===== config.mk =====
export PLATFORM = sky130hd
export DESIGN_NAME = usf_flags
export DESIGN_NICKNAME = d
export VERILOG_FILES = /design/src/shared/usf_pkg.sv /design/src/hdl/usf_parity.sv /design/src/hdl/usf_flags.sv
export SDC_FILE = /design/constraint.sdc
export NUM_CORES = 1
export LEC_CHECK = 0
export ABC_AREA = 1
export BUFFER_PORTS_ARGS = -buffer_cell sky130_fd_sc_hd__buf_2
export CORE_MARGIN = 2
export CORE_UTILIZATION = 47
export CTS_CLUSTER_SIZE = 40
export DETAILED_ROUTE_END_ITERATION = 10
export PLACE_DENSITY = 0.85
export SETUP_SLACK_MARGIN = 0.3
export SLEW_MARGIN = 20
export SYNTH_ARGS = -nofsm -noshare
export SYNTH_HDL_FRONTEND = slang
export SYNTH_SLANG_ARGS = --single-unit
export TNS_END_PERCENT = 100

===== constraint.sdc =====
create_clock -name i_mclk -period 1.4 [get_ports i_mclk]
set_clock_uncertainty 0.1 [all_clocks]
set_input_delay 0.21 -clock i_mclk [delete_from_list [all_inputs] [get_ports i_mclk]]
set_output_delay 0.21 -clock i_mclk [all_outputs]
set_load 0.03 [all_outputs]

===== src/shared/usf_pkg.sv =====
// Constants for the serial receiver/transmitter status flag block
// What this block does
// - Transmit-empty bit 1 rises when holding data moves to shifter, falls on write.
// - Carrier-loss bit 2 goes high when the carrier-detect input goes high.
// - Carrier-loss rising with receive interrupt enable set raises an interrupt request.
// - Carrier-loss stays latched; clears by status read then data read, or master reset.
// - If carrier input still high after clearing, interrupt drops, bit follows input.
// - Bit 3 mirrors the clear-to-send input; low means transmission permitted.
// - Clear-to-send high inhibits transmit-empty and shows bit 3 high.
// - Master reset leaves the clear-to-send status bit tracking its input.
// - Framing-error bit 4 sets when the first stop bit is missing.
// - Framing error updates on transfer into receive register, held while character stays.
// - Overrun starts at second unread character's last-bit midpoint; reported in bit 5.
// - Overrun shows only after the valid character before it has been read.
// - During overrun receive-full stays set until cleared; character sync is kept.
// - Overrun clears on receive data register read or master reset.
// - Parity-error bit 6 sets when ones count disagrees with selected parity.
// - Parity error stays while its character is held in the receive register.
// - No-parity formats suppress transmit parity output and receive parity check.
// - Bit 7 reads high whenever the interrupt output is asserted.
// - Receive data read or transmit data write releases the interrupt output and bit.
// - Both divide-select bits high give master reset, clearing all but input states.
// - Control bit 7 enables receive-full, overrun and carrier-rise interrupts.
// - Receive-full bit 0 clears on receive data read or master reset.
package usf_pkg;

    // ****************************************
    // Status register bit positions
    // ****************************************
    localparam int STAT_RX_FULL    = 0;
    localparam int STAT_TX_EMPTY   = 1;
    localparam int STAT_CARRIER    = 2;
    localparam int STAT_CTS        = 3;
    localparam int STAT_FRAMING    = 4;
    localparam int STAT_OVERRUN    = 5;
    localparam int STAT_PARITY     = 6;
    localparam int STAT_IRQ        = 7;

    // ****************************************
    // Control register fields
    // ****************************************
    localparam int CTRL_DIV_LO     = 0;
    localparam int CTRL_DIV_HI     = 1;
    localparam int CTRL_WORD_LO    = 2;
    localparam int CTRL_TXC_LO     = 5;
    localparam int CTRL_RX_IE      = 7;
    localparam logic [1:0] DIV_MASTER_RESET = 2'h3;
    localparam logic [1:0] TXC_TX_IRQ_EN    = 2'h1;
    localparam logic [2:0] WORD_8N2         = 3'h4;
    localparam logic [2:0] WORD_8N1         = 3'h5;

    // ****************************************
    // Values after reset
    // ****************************************
    localparam logic [7:0] CTRL_RESET  = 8'h03;
    localparam logic [7:0] DATA_RESET  = 8'h00;

endpackage


===== src/hdl/usf_parity.sv =====
// Parity generator and checker shared by both data directions
`timescale 1ns/10ps
`default_nettype none

module usf_parity #(
    parameter int WIDTH = 8
) (
    // Character and format
    input  wire logic [WIDTH-1:0] i_data,
    input  wire logic             i_eight_bits,
    input  wire logic             i_odd,
    input  wire logic             i_enable,
    // Results
    output logic                  o_parity_bit,
    output logic                  o_bit_ones_odd
);

    logic [WIDTH-1:0] masked;

    // Seven-bit formats ignore the top data bit
    always_comb begin
        masked = i_data;
        if (!i_eight_bits) begin
            masked[WIDTH-1] = 1'b0;
        end
    end

    // Parity bit makes the total count of ones odd or even; forced low when off
    assign o_bit_ones_odd = ^masked;
    assign o_parity_bit   = i_enable & (o_bit_ones_odd ^ i_odd);

endmodule
`default_nettype wire


===== src/hdl/usf_flags.sv =====
// Status flags, control register and data holding registers of the serial block
`timescale 1ns/10ps
`default_nettype none

module usf_flags (
    // Clock and reset
    input  wire logic       i_mclk,
    input  wire logic       i_rst_b,
    // Processor bus: one-cycle access strobe
    input  wire logic       i_access,
    input  wire logic       i_register_select,
    input  wire logic       i_read,
    input  wire logic [7:0] i_wdata,
    output logic      [7:0] o_rdata,
    output logic            o_data_oe,
    output logic            o_irq_b,
    // Modem control inputs
    input  wire logic       i_carrier_b,
    input  wire logic       i_clear_to_send_b,
    // Receiver deserialiser side
    input  wire logic       i_rx_done,
    input  wire logic [7:0] i_rx_char,
    input  wire logic       i_rx_parity_bit,
    input  wire logic       i_rx_stop_ok,
    // Transmitter serialiser side
    input  wire logic       i_tx_load,
    output logic      [7:0] o_tx_data,
    output logic            o_tx_parity_bit,
    output logic            o_tx_pending,
    // Control outputs to divider and shifters
    output logic      [1:0] o_divide_select,
    output logic      [2:0] o_word_select,
    output logic      [1:0] o_tx_control,
    output logic            o_master_reset
);

    // ****************************************
    // Declarations
    // ****************************************
    logic [7:0] control;
    logic [7:0] next_control;
    logic [7:0] rx_holding_register;
    logic [7:0] next_rx_holding_register;
    logic [7:0] tx_holding_register;
    logic [7:0] next_tx_holding_register;
    logic       rx_holding_full;
    logic       next_rx_holding_full;
    logic       tx_holding_empty;
    logic       next_tx_holding_empty;
    logic       framing_error;
    logic       next_framing_error;
    logic       parity_error;
    logic       next_parity_error;
    logic       overrun_pending;
    logic       next_overrun_pending;
    logic       receive_overrun;
    logic       next_receive_overrun;
    logic       carrier_latch;
    logic       next_carrier_latch;
    logic       carrier_irq;
    logic       next_carrier_irq;
    logic       clear_marker;
    logic       next_clear_marker;
    logic       carrier_prev;
    logic       carrier_now;
    logic       cts_now;
    logic [7:0] rdata;
    logic [7:0] next_rdata;
    logic       data_oe;
    logic       next_data_oe;
    logic       irq_b;
    logic       next_irq_b;
    logic       tx_parity;
    logic       next_tx_parity;

    logic       master_reset;
    logic       eight_bits;
    logic       parity_on;
    logic       odd_sel;
    logic       rx_ones_odd;
    logic       tx_par_bit;
    logic       status_read;
    logic       rdr_read;
    logic       ctrl_write;
    logic       tdr_write;
    logic       carrier_rise;
    logic       irq_cond;
    logic [7:0] status_word;

    localparam int CTRL_DIV_LO  = usf_pkg::CTRL_DIV_LO;
    localparam int CTRL_DIV_HI  = usf_pkg::CTRL_DIV_HI;
    localparam int CTRL_WORD_LO = usf_pkg::CTRL_WORD_LO;
    localparam int CTRL_TXC_LO  = usf_pkg::CTRL_TXC_LO;
    localparam int CTRL_RX_IE   = usf_pkg::CTRL_RX_IE;

    // ****************************************
    // Decode of bus access and format
    // ****************************************
    assign status_read  = i_access & i_read & ~i_register_select;
    assign rdr_read     = i_access & i_read & i_register_select;
    assign ctrl_write   = i_access & ~i_read & ~i_register_select;
    assign tdr_write    = i_access & ~i_read & i_register_select;
    assign master_reset = (control[CTRL_DIV_HI:CTRL_DIV_LO] == usf_pkg::DIV_MASTER_RESET);
    assign eight_bits   = control[CTRL_WORD_LO+2];
    assign parity_on    = (control[CTRL_WORD_LO+2:CTRL_WORD_LO] != usf_pkg::WORD_8N2)
                        & (control[CTRL_WORD_LO+2:CTRL_WORD_LO] != usf_pkg::WORD_8N1);
    assign odd_sel      = control[CTRL_WORD_LO];
    assign carrier_rise = carrier_now & ~carrier_prev;

    // ****************************************
    // Parity for both directions
    // ****************************************
    usf_parity #(
        .WIDTH          (8)
    ) u_rx_parity (
        .i_data         (i_rx_char),
        .i_eight_bits   (eight_bits),
        .i_odd          (odd_sel),
        .i_enable       (parity_on),
        .o_parity_bit   (),
        .o_bit_ones_odd (rx_ones_odd)
    );

    usf_parity #(
        .WIDTH          (8)
    ) u_tx_parity (
        .i_data         (tx_holding_register),
        .i_eight_bits   (eight_bits),
        .i_odd          (odd_sel),
        .i_enable       (parity_on),
        .o_parity_bit   (tx_par_bit),
        .o_bit_ones_odd ()
    );

    // ****************************************
    // Control and transmit holding register
    // ****************************************
    always_comb begin
        next_control             = control;
        next_tx_holding_register = tx_holding_register;
        next_tx_holding_empty    = tx_holding_empty;
        next_tx_parity           = tx_par_bit;
        if (ctrl_write) begin
            next_control = i_wdata;
        end
        // Shifter took the data: holding register free again
        if (i_tx_load && !tx_holding_empty) begin
            next_tx_holding_empty = 1'b1;
        end
        // A new write refills it; it beats a load in the same cycle
        if (tdr_write) begin
            next_tx_holding_register = i_wdata;
            next_tx_holding_empty    = 1'b0;
        end
        if (master_reset) begin
            next_tx_holding_empty = 1'b1;
        end
    end

    always_ff @(posedge i_mclk or negedge i_rst_b) begin
        if (!i_rst_b) begin
            control             <= usf_pkg::CTRL_RESET;
            tx_holding_register <= usf_pkg::DATA_RESET;
            tx_holding_empty    <= 1'b1;
            tx_parity           <= 1'b0;
        end else begin
            control             <= next_control;
            tx_holding_register <= next_tx_holding_register;
            tx_holding_empty    <= next_tx_holding_empty;
            tx_parity           <= next_tx_parity;
        end
    end

    // ****************************************
    // Receive holding register and error flags
    // ****************************************
    // Overrun is held pending until the character in front of it is read,
    // so software always gets the last good character first.
    always_comb begin
        next_rx_holding_register = rx_holding_register;
        next_rx_holding_full     = rx_holding_full;
        next_framing_error       = framing_error;
        next_parity_error        = parity_error;
        next_overrun_pending     = overrun_pending;
        next_receive_overrun     = receive_overrun;
        if (rdr_read) begin
            if (overrun_pending) begin
                next_receive_overrun = 1'b1;
                next_overrun_pending = 1'b0;
            end else begin
                next_rx_holding_full = 1'b0;
                next_receive_overrun = 1'b0;
            end
        end
        if (i_rx_done && !carrier_now) begin
            if (rx_holding_full && !(rdr_read && !overrun_pending && !receive_overrun)) begin
                next_overrun_pending = 1'b1;
            end else begin
                next_rx_holding_register = eight_bits ? i_rx_char : {1'b0, i_rx_char[6:0]};
                next_rx_holding_full     = 1'b1;
                next_framing_error       = ~i_rx_stop_ok;
                next_parity_error        = parity_on
                                         & ((rx_ones_odd ^ i_rx_parity_bit) != odd_sel);
            end
        end
        // Lost carrier shows the register as empty; data stays
        if (carrier_now) begin
            next_rx_holding_full = 1'b0;
        end
        if (master_reset) begin
            next_rx_holding_full = 1'b0;
            next_framing_error   = 1'b0;
            next_parity_error    = 1'b0;
            next_overrun_pending = 1'b0;
            next_receive_overrun = 1'b0;
        end
    end

    // Framing and parity flags change only on a transfer or master reset, so they live as long as the character
    always_ff @(posedge i_mclk or negedge i_rst_b) begin
        if (!i_rst_b) begin
            rx_holding_register <= usf_pkg::DATA_RESET;
            rx_holding_full     <= 1'b0;
            framing_error       <= 1'b0;
            parity_error        <= 1'b0;
            overrun_pending     <= 1'b0;
            receive_overrun     <= 1'b0;
        end else begin
            rx_holding_register <= next_rx_holding_register;
            rx_holding_full     <= next_rx_holding_full;
            framing_error       <= next_framing_error;
            parity_error        <= next_parity_error;
            overrun_pending     <= next_overrun_pending;
            receive_overrun     <= next_receive_overrun;
        end
    end

    // ****************************************
    // Carrier loss and modem inputs
    // ****************************************
    always_comb begin
        next_carrier_latch = carrier_latch;
        next_carrier_irq   = carrier_irq;
        next_clear_marker  = clear_marker;
        if (status_read && (carrier_latch || carrier_now)) begin
            next_clear_marker = 1'b1;
        end
        if (rdr_read && clear_marker) begin
            next_carrier_latch = 1'b0;
            next_carrier_irq   = 1'b0;
            next_clear_marker  = 1'b0;
        end
        if (master_reset) begin
            next_carrier_latch = 1'b0;
            next_carrier_irq   = 1'b0;
            next_clear_marker  = 1'b0;
        end else if (carrier_rise) begin
            // A new loss of carrier beats a clear in the same cycle
            next_carrier_latch = 1'b1;
            next_carrier_irq   = 1'b1;
        end
    end

    // Modem inputs are sampled once; the reset input clears them, master reset does not
    always_ff @(posedge i_mclk or negedge i_rst_b) begin
        if (!i_rst_b) begin
            carrier_latch <= 1'b0;
            carrier_irq   <= 1'b0;
            clear_marker  <= 1'b0;
            carrier_prev  <= 1'b0;
            carrier_now   <= 1'b0;
            cts_now       <= 1'b0;
        end else begin
            carrier_latch <= next_carrier_latch;
            carrier_irq   <= next_carrier_irq;
            clear_marker  <= next_clear_marker;
            carrier_prev  <= carrier_now;
            carrier_now   <= i_carrier_b;
            cts_now       <= i_clear_to_send_b;
        end
    end

    // ****************************************
    // Interrupt and read data
    // ****************************************
    // Sources clear on the data read or data write, so the request drops with them
    always_comb begin
        irq_cond = (control[CTRL_RX_IE]
                    & (rx_holding_full | receive_overrun | carrier_irq))
                 | ((control[CTRL_TXC_LO+1:CTRL_TXC_LO] == usf_pkg::TXC_TX_IRQ_EN)
                    & tx_holding_empty & ~cts_now);
        status_word = '0;
        status_word[usf_pkg::STAT_RX_FULL]  = rx_holding_full;
        status_word[usf_pkg::STAT_TX_EMPTY] = tx_holding_empty & ~cts_now;
        status_word[usf_pkg::STAT_CARRIER]  = carrier_latch | carrier_now;
        status_word[usf_pkg::STAT_CTS]      = cts_now;
        status_word[usf_pkg::STAT_FRAMING]  = framing_error;
        status_word[usf_pkg::STAT_OVERRUN]  = receive_overrun;
        status_word[usf_pkg::STAT_PARITY]   = parity_error;
        status_word[usf_pkg::STAT_IRQ]      = ~irq_b;
        next_irq_b   = ~irq_cond;
        next_data_oe = i_access & i_read;
        next_rdata   = rdata;
        if (status_read) begin
            next_rdata = status_word;
        end else if (rdr_read) begin
            next_rdata = rx_holding_register;
        end
    end

    always_ff @(posedge i_mclk or negedge i_rst_b) begin
        if (!i_rst_b) begin
            irq_b   <= 1'b1;
            data_oe <= 1'b0;
            rdata   <= usf_pkg::DATA_RESET;
        end else begin
            irq_b   <= next_irq_b;
            data_oe <= next_data_oe;
            rdata   <= next_rdata;
        end
    end

    // ****************************************
    // Outputs, all from flip-flops except master reset, decoded from the two divide-select bits
    // ****************************************
    assign o_rdata         = rdata;
    assign o_data_oe       = data_oe;
    assign o_irq_b         = irq_b;
    assign o_tx_data       = tx_holding_register;
    assign o_tx_parity_bit = tx_parity;
    assign o_tx_pending    = ~tx_holding_empty;
    assign o_divide_select = control[CTRL_DIV_HI:CTRL_DIV_LO];
    assign o_word_select   = control[CTRL_WORD_LO+2:CTRL_WORD_LO];
    assign o_tx_control    = control[CTRL_TXC_LO+1:CTRL_TXC_LO];
    assign o_master_reset  = master_reset;

endmodule
`default_nettype wire


# Word-level counts from Yosys, hierarchy flattened

Cells that the tools add are included.

Register bits: 46
Input port bits: 27
Output and inout port bits: 28
Word-level logic and storage cells: 109

Equality and inequality tests: 6
Muxes and demuxes: 33
Bitwise gates (word level): 29
Reduce and logical (&&, ||, !) cells: 23

Operators with widths:

| cell                                          | count |
|---|---|
| 2-to-1 mux 1 bit                              | 30 |
| 2-to-1 mux 8 bit                              | 3 |
| parity 8 bit                                  | 2 |
| AND 1 bit                                     | 14 |
| NOT 1 bit                                     | 9 |
| nonzero test 3 bit                            | 3 |
| logical AND 1 bit                             | 7 |
| != test 3 bit, second input constant          | 2 |
| nonzero test 2 bit                            | 3 |
| zero test 1 bit                               | 5 |
| bitwise OR 1 bit                              | 4 |
| AND reduction 2 bit                           | 2 |
| == test 2 x 1 -> 1 bit, second input constant | 1 |
| == test 2 bit, second input constant          | 1 |
| != test 2 bit, second input constant          | 1 |
| bitwise XOR 1 bit                             | 2 |
| logical OR 1 bit                              | 1 |
| != test 1 bit                                 | 1 |

# Logic depth before layout (Yosys ltp)

Gate-level depths: netlist of the first run.

Depth after elaboration: 10
Mapped depth: 10
Gate-level depth less buffers: 10

# Hierarchy

Synthesis of the first run repeated with hierarchy kept, for this count alone.

Cells, all modules: 310
Area, all modules: 2,326.0 sq um

Modules (own cells, without submodules):

| module     | instances | cells each | area each (sq um) | sequential area each (sq um) |
|---|---|---|---|---|
| usf_flags  | 1         | 206        | 1,913.1           | 1,156.1 |
| usf_parity | 2         | 52         | 206.4             | 0.0 |

# Worst setup path before layout of the first run

Ideal clock, no wire load.

Path kind: register to register
Start point: register control[0]
End point: register parity_error
Setup time: 0.117 ns
Arrival time: 1.153 ns
Data required time: 1.183 ns
Path slack: 0.029 ns
Cell stages (with the launch flop): 6
Path buffers: 0
Period minus slack after synthesis: 1.371 ns
Cells stage by stage: dfstp_2 -> nand2_1 -> inv_1 -> nor3_2 -> nand3_1 -> nand2_1

Word-level cells in the longest chain between the ends: 3
Elaborated cells on any way between the ends: 5
Classes of those cells: eq/ne (2); mux (1); reduce/logical (2)

Ends and longest elaborated chain:

| item                                                                 | line             | RTL |
|---|---|---|
| start: declaration                                                   | usf_flags.sv:40  | `logic [7:0] control;` |
| start signal: assignment                                             | usf_flags.sv:162 | `control <= usf_pkg::CTRL_RESET;` |
| start signal: assignment                                             | usf_flags.sv:167 | `control <= next_control;` |
| == test 2 bit *                                                      | usf_flags.sv:103 | `assign master_reset = (control[CTRL_DIV_HI:CTRL_DIV_LO] == usf_pkg::DIV_MASTER_RESET);` |
| named net o_master_reset                                             | usf_flags.sv:34  | `output logic o_master_reset` |
| != test 2 bit (no line) / nonzero test 2 bit (equally long branches) | --               |  |
| AND reduction 2 bit (no line)                                        | --               |  |
| end signal: assignment                                               | usf_flags.sv:232 | `parity_error <= next_parity_error;` |
| end: declaration                                                     | usf_flags.sv:52  | `logic parity_error;` |

Mark *: on every way through the listed nets, which the timed path passes. The rest lies on a longest branch.
A chain may end at the register's enable or synchronous reset.

# Worst setup path after layout of the first run

Start point: register control[1]
End point: output o_master_reset

Word-level cells in the longest chain between the ends: 1

Ends and longest elaborated chain:

| item             | line |
|---|---|
| == test 2 bit    | usf_flags.sv:103 |
| end: declaration | usf_flags.sv:34 |

No other way between the ends.

==> results of run 1 <==
-- per-stage QoR --
stage                     total power, W  setup TNS [ns]  instance area, sq um  std cells  hold WS (ns)
after floorplan                  0.00264               0                  2190        249        -0.186
after global placement           0.00292               0                  2510        351         0.107
after detailed placement         0.00297               0                  2510        351         0.108
after CTS                        0.00438          -0.105                  3080        381       0.00880
after global routing             0.00482           -1.00                  3240        391        0.0165
final                            0.00460          -0.339                  3240        391        0.0169
-- sequential cells by signal, summed over array words and instances, names as in the netlist --
name / flops
control: 8
o_rdata: 8
o_tx_data: 8
rx_holding_register: 8
carrier_irq: 1
carrier_now: 1
carrier_prev: 1
clear_marker: 1
cts_now: 1
framing_error: 1
o_data_oe: 1
o_irq_b: 1
o_tx_parity_bit: 1
overrun_pending: 1
parity_error: 1
receive_overrun: 1
rx_holding_full: 1
tx_holding_empty: 1
-- where the power goes --
part,total (W),internal [W],switching (W)
Sequential,0.00187,0.00161,0.000264
Combinational,0.00170,0.000787,0.000910
Clock,0.00103,0.000536,0.000494
Total,0.00460,0.00293,0.00167
-- cell type report --
class | count | area (sq um) | area share (%)
multi-input combinational | 153 | 950 | 29.3
timing repair buffer | 94 | 800 | 24.7
inverter | 38 | 146 | 4.52
clock inverter | 3 | 43.8 | 1.35
clock buffer | 5 | 68.8 | 2.12
sequential | 46 | 1170 | 36.0
tap | 52 | 65.1 | 2.01
-- layer usage --
metal	vias to the layer above	part of all wire [%]	GRT usage (%)
met4	0	2.1	9.43
li1	949	-	-
met1	985	39	27.1
met2	68	54	43.1
met5	-	0	0
met3	13	4.8	5.77
-- cell families (layout without fill, tap and decap cells) --
group | Yosys count | after routing | share of synthesized area (%)
buffers and inverters | 50 | 140 | 10.6
AOI/OAI and AO/OA | 35 | 35 | 10.2
muxes | 2 | 2 | 1.40
and+or+nand+nor | 111 | 111 | 22.0
DFF | 46 | 46 | 53.8
xor gates and xnor gates | 5 | 5 | 2.04
-- cell usage in the layout (no fill, tap or decap), drive strengths merged, types with 4 or more instances in the layout --
cell,n
clkbuf,5
dfstp,4
nand3,21
dfrtp,42
nand2,82
o21ai,25
buf,91
nor2,6
inv,38
a21oi,5
-- timing repair --
item | in CTS | in global routing
setup buffers | 18 | 10
gates resized for setup | 87 | 20
pin swaps | 8 | 14
hold buffers | 3 | 0
endpoints found under the hold margin | 44 | 0
cloned | 1 | 0
setup endpoints to repair | 43 | 46
-- final timing paths --
kind	start	endpoint	slack, ns	depth (start not counted)
worst max-delay path	control[1]$_DFFE_PN1P_	o_master_reset	-0.07	3
worst min-delay path	i_rx_stop_ok	framing_error$_DFFE_PN0P_	0.02	2
worst max register to register	carrier_now$_DFF_PN0_	overrun_pending$_DFF_PN0_	-0.05	7
worst min register to register	carrier_prev$_DFF_PN0_	carrier_irq$_DFFE_PN0P_	0.37	1
max in group asynchronous	i_rst_b	control[0]$_DFFE_PN1P_	0.61	3
min in group asynchronous	i_rst_b	o_rdata[5]$_DFFE_PN0P_	0.30	3
==> implementation parameters, run 1 <==
Parameter                              Value

Critical path
  Largest driver fanout on the critical path ... 2
  Arrival time reported for the critical path endpoint ... 1.16 ns
  Kind of end point of the critical path ... primary output
  Crit Path Category ... reg -> out
  Data required time at the worst endpoint ... 1.09 ns
  CP peak stage delay ... 0.57 ns
  Startpoint Class ... flip-flop
  Critical path, cell by cell ... nand2_4 > clkinvlp_4 > buf_6
  CP max stage cell ... dfstp_2
  Kind of cell adding the most delay to the critical path ... flip-flops
  Buffer and inverter count on the worst path ... 2

Power
  Static power due to leakage ... 1.70 nW
  Worst-case vdd ir drop ... 0.866 mV
  Power density over the cells ... 1420 nW/um^2

Synthesis
  Synth area leader ... dfrtp_1
  Number of nets in the synthesized netlist ... 276
  Avg Cell Area, Syn ... 8.64 sq um
  Leading register cell type out of synthesis ... dfrtp_1
  Share of flip-flops with an asynchronous set or reset after synthesis ... 100%
  EDFF count, synth ... 0
  Cell types with the largest area share after synthesis ... dfrtp_1 (49%), nand2_1 (14%), inv_1 (6.3%), dfstp_2 (4.9%), nand3_1 (4.9%)
  Combined area of all synthesized cells ... 2150 sq um
  Top cells by count, synth ... nand2_1 (78), dfrtp_1 (42), inv_1 (36)
  Unique cell type count in the Yosys netlist ... 29
  Fraction of synthesized cell area taken by the top area cell type ... 48.9%
  Sequential fraction of the synthesis area ... 53.8%
  Yosys warning total ... 0
  Most used standard cell by instance count after synthesis ... nand2_1
  Register bit total from synthesis ... 46
  Synthesized instance count ... 249

Routing
  Number of vias after detailed routing ... 2015
  Final routed wire length divided by cell count ... 16.0 microns
  Count of nets left with antenna violations after detail routing ... 0
  Count of TritonRoute iterations in the first routing pass ... 4
  DRT Wirelength ... 6.27 mm
  DRT iter0 DRCs ... 199
  Number of remaining DRC errors ... 0
  Vias per cell ... 5.15

Placed design
  Minimum setup slack after placement ... 0.0582 ns
  Hpwl dp ... 3.45 mm
  Port buffer count ... 54
  Final weighted congestion in routability-driven placement ... 0.794

STA
  Final Hold Vio Count ... 0
  Transition time of the tightest slew-check pin ... 0.308 ns
  Max-slew headroom at the worst pin ... 79.2%
  Final period util ... 105%
  Maximum operating frequency ... 681 MHz
  Total count of max-transition violations in the final report ... 0
  Unrepaired setup endpoints after global routing ... true
  Final setup violation count ... 10
  Shortest period the worst path allows ... 1.47 ns
  Final critical-path setup slack ... -0.0695 ns

Global route
  Overflow left after global routing ... 0
  Aggregate global-route resource usage ... 23.9%
  Wire length of the first global-routing pass ... 9.37 mm
  Via count of the first global-routing pass ... 2089
  Pin count of the biggest net entering global routing ... 47
  Initial antenna violation count ... 0

CTS
  H-tree levels ... 2
  Clock root buffer ... clkbuf_8
  Number of sinks driven by the clock tree ... 46
  TritonCTS Buffers ... 5
  TritonCTS clock tree ... yes
  Deepest clock path buffer count ... 2
  Latest clock arrival within the worst-skew pair ... 0.31 ns
  CTS clk-pin slew, worst paths ... 0.10 ns

Floorplan
  Overall die area ... 5130 sq um
  Floorplan die height ... 71.6 microns
  Top-level I/O count ... 55
  Core box area ... 4380 sq um
  Row count ... 24
  Starting density of the core ... 49.1%
  Die span in x ... 71.6 microns

Outcome
  Failing checks ... negative setup slack
  Result of the run ... complete, but fails checks

Run
  Max Cap Viol ... 0

Layout
  Final net count ... 365
  Number of fill cells ... 296
  Area growth, synth to finish ... 50.7%
  Layout cell share with drive strength beyond 1 ... 46.9%
  Number of antenna cells inserted ... 0
  Util after Layout ... 73.9%

Worst hold path
  Kind of path behind the tightest hold check ... in -> reg
No activity file was read; power rests on OpenSTA's default activity.
==> run 2: changes to the inputs <==
--- a/config.mk
+++ b/config.mk
@@ -6,12 +6,14 @@
 export NUM_CORES = 1
 export LEC_CHECK = 0
 export ABC_AREA = 1
-export BUFFER_PORTS_ARGS = -buffer_cell sky130_fd_sc_hd__buf_2
 export CORE_MARGIN = 2
-export CORE_UTILIZATION = 47
+export CORE_UTILIZATION = 56
 export CTS_CLUSTER_SIZE = 40
 export DETAILED_ROUTE_END_ITERATION = 10
-export PLACE_DENSITY = 0.85
+export DONT_BUFFER_PORTS = 1
+export GPL_ROUTABILITY_DRIVEN = 0
+export GPL_TIMING_DRIVEN = 0
+export PLACE_DENSITY = 0.84
 export SETUP_SLACK_MARGIN = 0.3
 export SLEW_MARGIN = 20
 export SYNTH_ARGS = -nofsm -noshare
==> implementation parameters, run 2 (synthesis gave the netlist of run 1 again) <==
Parameter                              Value

CTS
  TritonCTS clock tree ... yes
  Latest clock arrival within the worst-skew pair ... 0.30 ns (about the same)
  Deepest clock path buffer count ... 2 (unchanged)
  H-tree levels ... 2 (unchanged)
  CTS clk-pin slew, worst paths ... 0.09 ns (about the same)
  Hold Buf Count CTS ... 20 (+17)
  Clock root buffer ... clkbuf_8
  Number of sinks driven by the clock tree ... 46 (unchanged)
  TritonCTS Buffers ... 5 (unchanged)

STA
  Shortest period the worst path allows ... 1.46 ns (-0.0103 ns)
  Final Hold Vio Count ... 47 (+47)
  Final period util ... 104% (-0.74 points)
  Final worst hold slack ... -0.511 ns (-0.528 ns)
  Final setup violation count ... 6 (-4)
  Maximum operating frequency ... 685 MHz (+0.71%)
  Final critical-path setup slack ... -0.0592 ns (+0.0103 ns)
  Max-slew headroom at the worst pin ... 67.0% (-12 points)
  Total count of max-transition violations in the final report ... 0 (unchanged)
  Transition time of the tightest slew-check pin ... 0.493 ns (+0.185 ns)
  Unrepaired setup endpoints after global routing ... true

Layout
  Commonest non-fill, non-tap cells in the layout ... nand2_1 (65), inv_1 (34), dfrtp_1 (21), dfrtp_2 (21), dlygate4sd3_1 (20)
  Number of antenna cells inserted ... 0 (unchanged)
  Layout cell share with drive strength beyond 1 ... 36.5% (-10 points)
  Number of standard cells in the final layout excluding fillers ... 347 (-11%)
  Commonest non-fill, non-tap cell in the layout ... nand2_1
  Area growth, synth to finish ... 35.3%
  Final net count ... 325 (-11%)

Placed design
  Cell Count Post-Placement ... 297 (-15%)
  Hpwl dp ... 3.15 mm (-8.6%)
  Port buffer count ... 0 (-100%)
  Minimum setup slack after placement ... 0.0300 ns (-0.0282 ns)

Critical path
  Data required time at the worst endpoint ... 1.09 ns (about the same)
  Cell count of the worst reg-to-reg path ... 5 (-2)
  Startpoint Class ... flip-flop
  Largest driver fanout on the critical path ... 6 (+4)
  Arrival time reported for the critical path endpoint ... 1.15 ns (about the same)
  Crit Path Category ... reg -> out
  CP max stage cell ... dfstp_2
  Critical path, cell by cell ... nand2_4 > clkinvlp_4
  Kind of end point of the critical path ... primary output
  CP peak stage delay ... 0.57 ns (about the same)

Floorplan
  Row count ... 22 (-8.3%)
  Core box area ... 3690 sq um (-16%)
  Floorplan die height ... 66.0 microns (-7.9%)
  Overall die area ... 4350 sq um (-15%)
  Starting density of the core ... 58.3% (+9.3 points)
  Top-level I/O count ... 55 (unchanged)
  Die span in x ... 66.0 microns (-7.9%)

Worst hold path
  Kind of path behind the tightest hold check ... in -> async

Outcome
  Result of the run ... complete, but fails checks
  Failing checks ... negative hold slack, negative setup slack

Global route
  Met2 usage in global routing ... 48.4% (+5.3 points)
  Aggregate global-route resource usage ... 26.4% (+2.5 points)
  Most heavily used metal layer in global routing ... met2
  Overflow left after global routing ... 0 (unchanged)
  Pin count of the biggest net entering global routing ... 47 (unchanged)
  Global routing usage on met1 ... 29.9% (+2.7 points)
  GRT met3 Usage ... 7.33% (+1.6 points)
  Initial antenna violation count ... 0 (unchanged)
  Wire length of the first global-routing pass ... 8.61 mm (-8.1%)
  Via count of the first global-routing pass ... 1879 (-10%)

Run
  Max Cap Viol ... 0 (unchanged)

Routing
  Number of remaining DRC errors ... 0 (unchanged)
  Vias per cell ... 5.25 (+1.9%)
  Final routed wire length divided by cell count ... 16.4 microns (+2.5%)
  Count of nets left with antenna violations after detail routing ... 0 (unchanged)
  DRT iter0 DRCs ... 145 (-27%)
  Number of vias after detailed routing ... 1822 (-9.6%)
  DRT Wirelength ... 5.71 mm (-9.0%)
  Count of TritonRoute iterations in the first routing pass ... 4 (unchanged)

Power
  Worst-case vdd ir drop ... 0.953 mV (+10%)
  Static power due to leakage ... 1.43 nW (-16%)
  Power density over the cells ... 1370 nW/um^2 (-3.3%)
==> run 2: final timing paths <==
kind / endpoint / from / slack, ns
worst min-delay path: o_data_oe$_DFF_PN0_ / i_rst_b / -0.51
min in group i_mclk: rx_holding_register[7]$_DFFE_PN0P_ / i_rx_char[7] / -0.05
max in group asynchronous: tx_holding_empty$_DFFE_PN1P_ / i_rst_b / 1.52
worst max register to register: rx_holding_register[2]$_DFFE_PN0P_ / carrier_now$_DFF_PN0_ / -0.02
worst min register to register: carrier_irq$_DFFE_PN0P_ / carrier_prev$_DFF_PN0_ / 0.34
worst max-delay path: o_master_reset / control[0]$_DFFE_PN1P_ / -0.06
==> run 2: final cells by class <==
cell class	count	area (sq um)
multi-input cells	154	906
clock inverters	2	12.5
plain buffers	12	115
flip-flops and latches	46	1180
clock buffers	6	82.6
inverters	38	150
fillers	225	779
repair buffers	41	400
well taps	48	60.1
==> run 2: metal layers <==
metal	vias up	share of wire [%]
li1	876	-
met1	879	39
met2	57	53
met3	10	6.4
met4	0	1.7
met5	-	0
==> run 2: critical path, delay by kind of cell, from the launching register on <==
family	cells	cell delay, ns
flops	1	0.57
buf+inv	1	0.21
simple gates	1	0.07
==> run 2: repair_timing <==
action                                 4_1_cts  5_1_grt
setup endpoints to repair                   44       46
gates cloned                                 2        0
endpoints found under the hold margin       74       47
setup buffers                               12        8
resized for setup                           44       15
pin swaps                                    5        9
==> run 2: through the flow <==
stage	power, W	util, %	TNS, ns	hold WS, ns	instance area, sq um
final	0.00399	78.9	-0.146	-0.511	2910
after global routing	0.00419	78.9	-0.478	-0.527	2910
after CTS	0.00385	75.6	-0.0682	-0.513	2790
after detailed placement	0.00280	61.1	0	-0.185	2250
after global placement	0.00275	61.1	0	-0.185	2250
after floorplan	0.00264	-	0	-0.186	2190
==> run 2: power breakdown <==
| group | internal (W) | switching, W | leakage (nW) |
|---|---|---|---|
| registers | 0.00163 | 0.000465 | 0.537 |
| logic | 0.000491 | 0.000549 | 0.843 |
| clock network | 0.000397 | 0.000465 | 0.0472 |
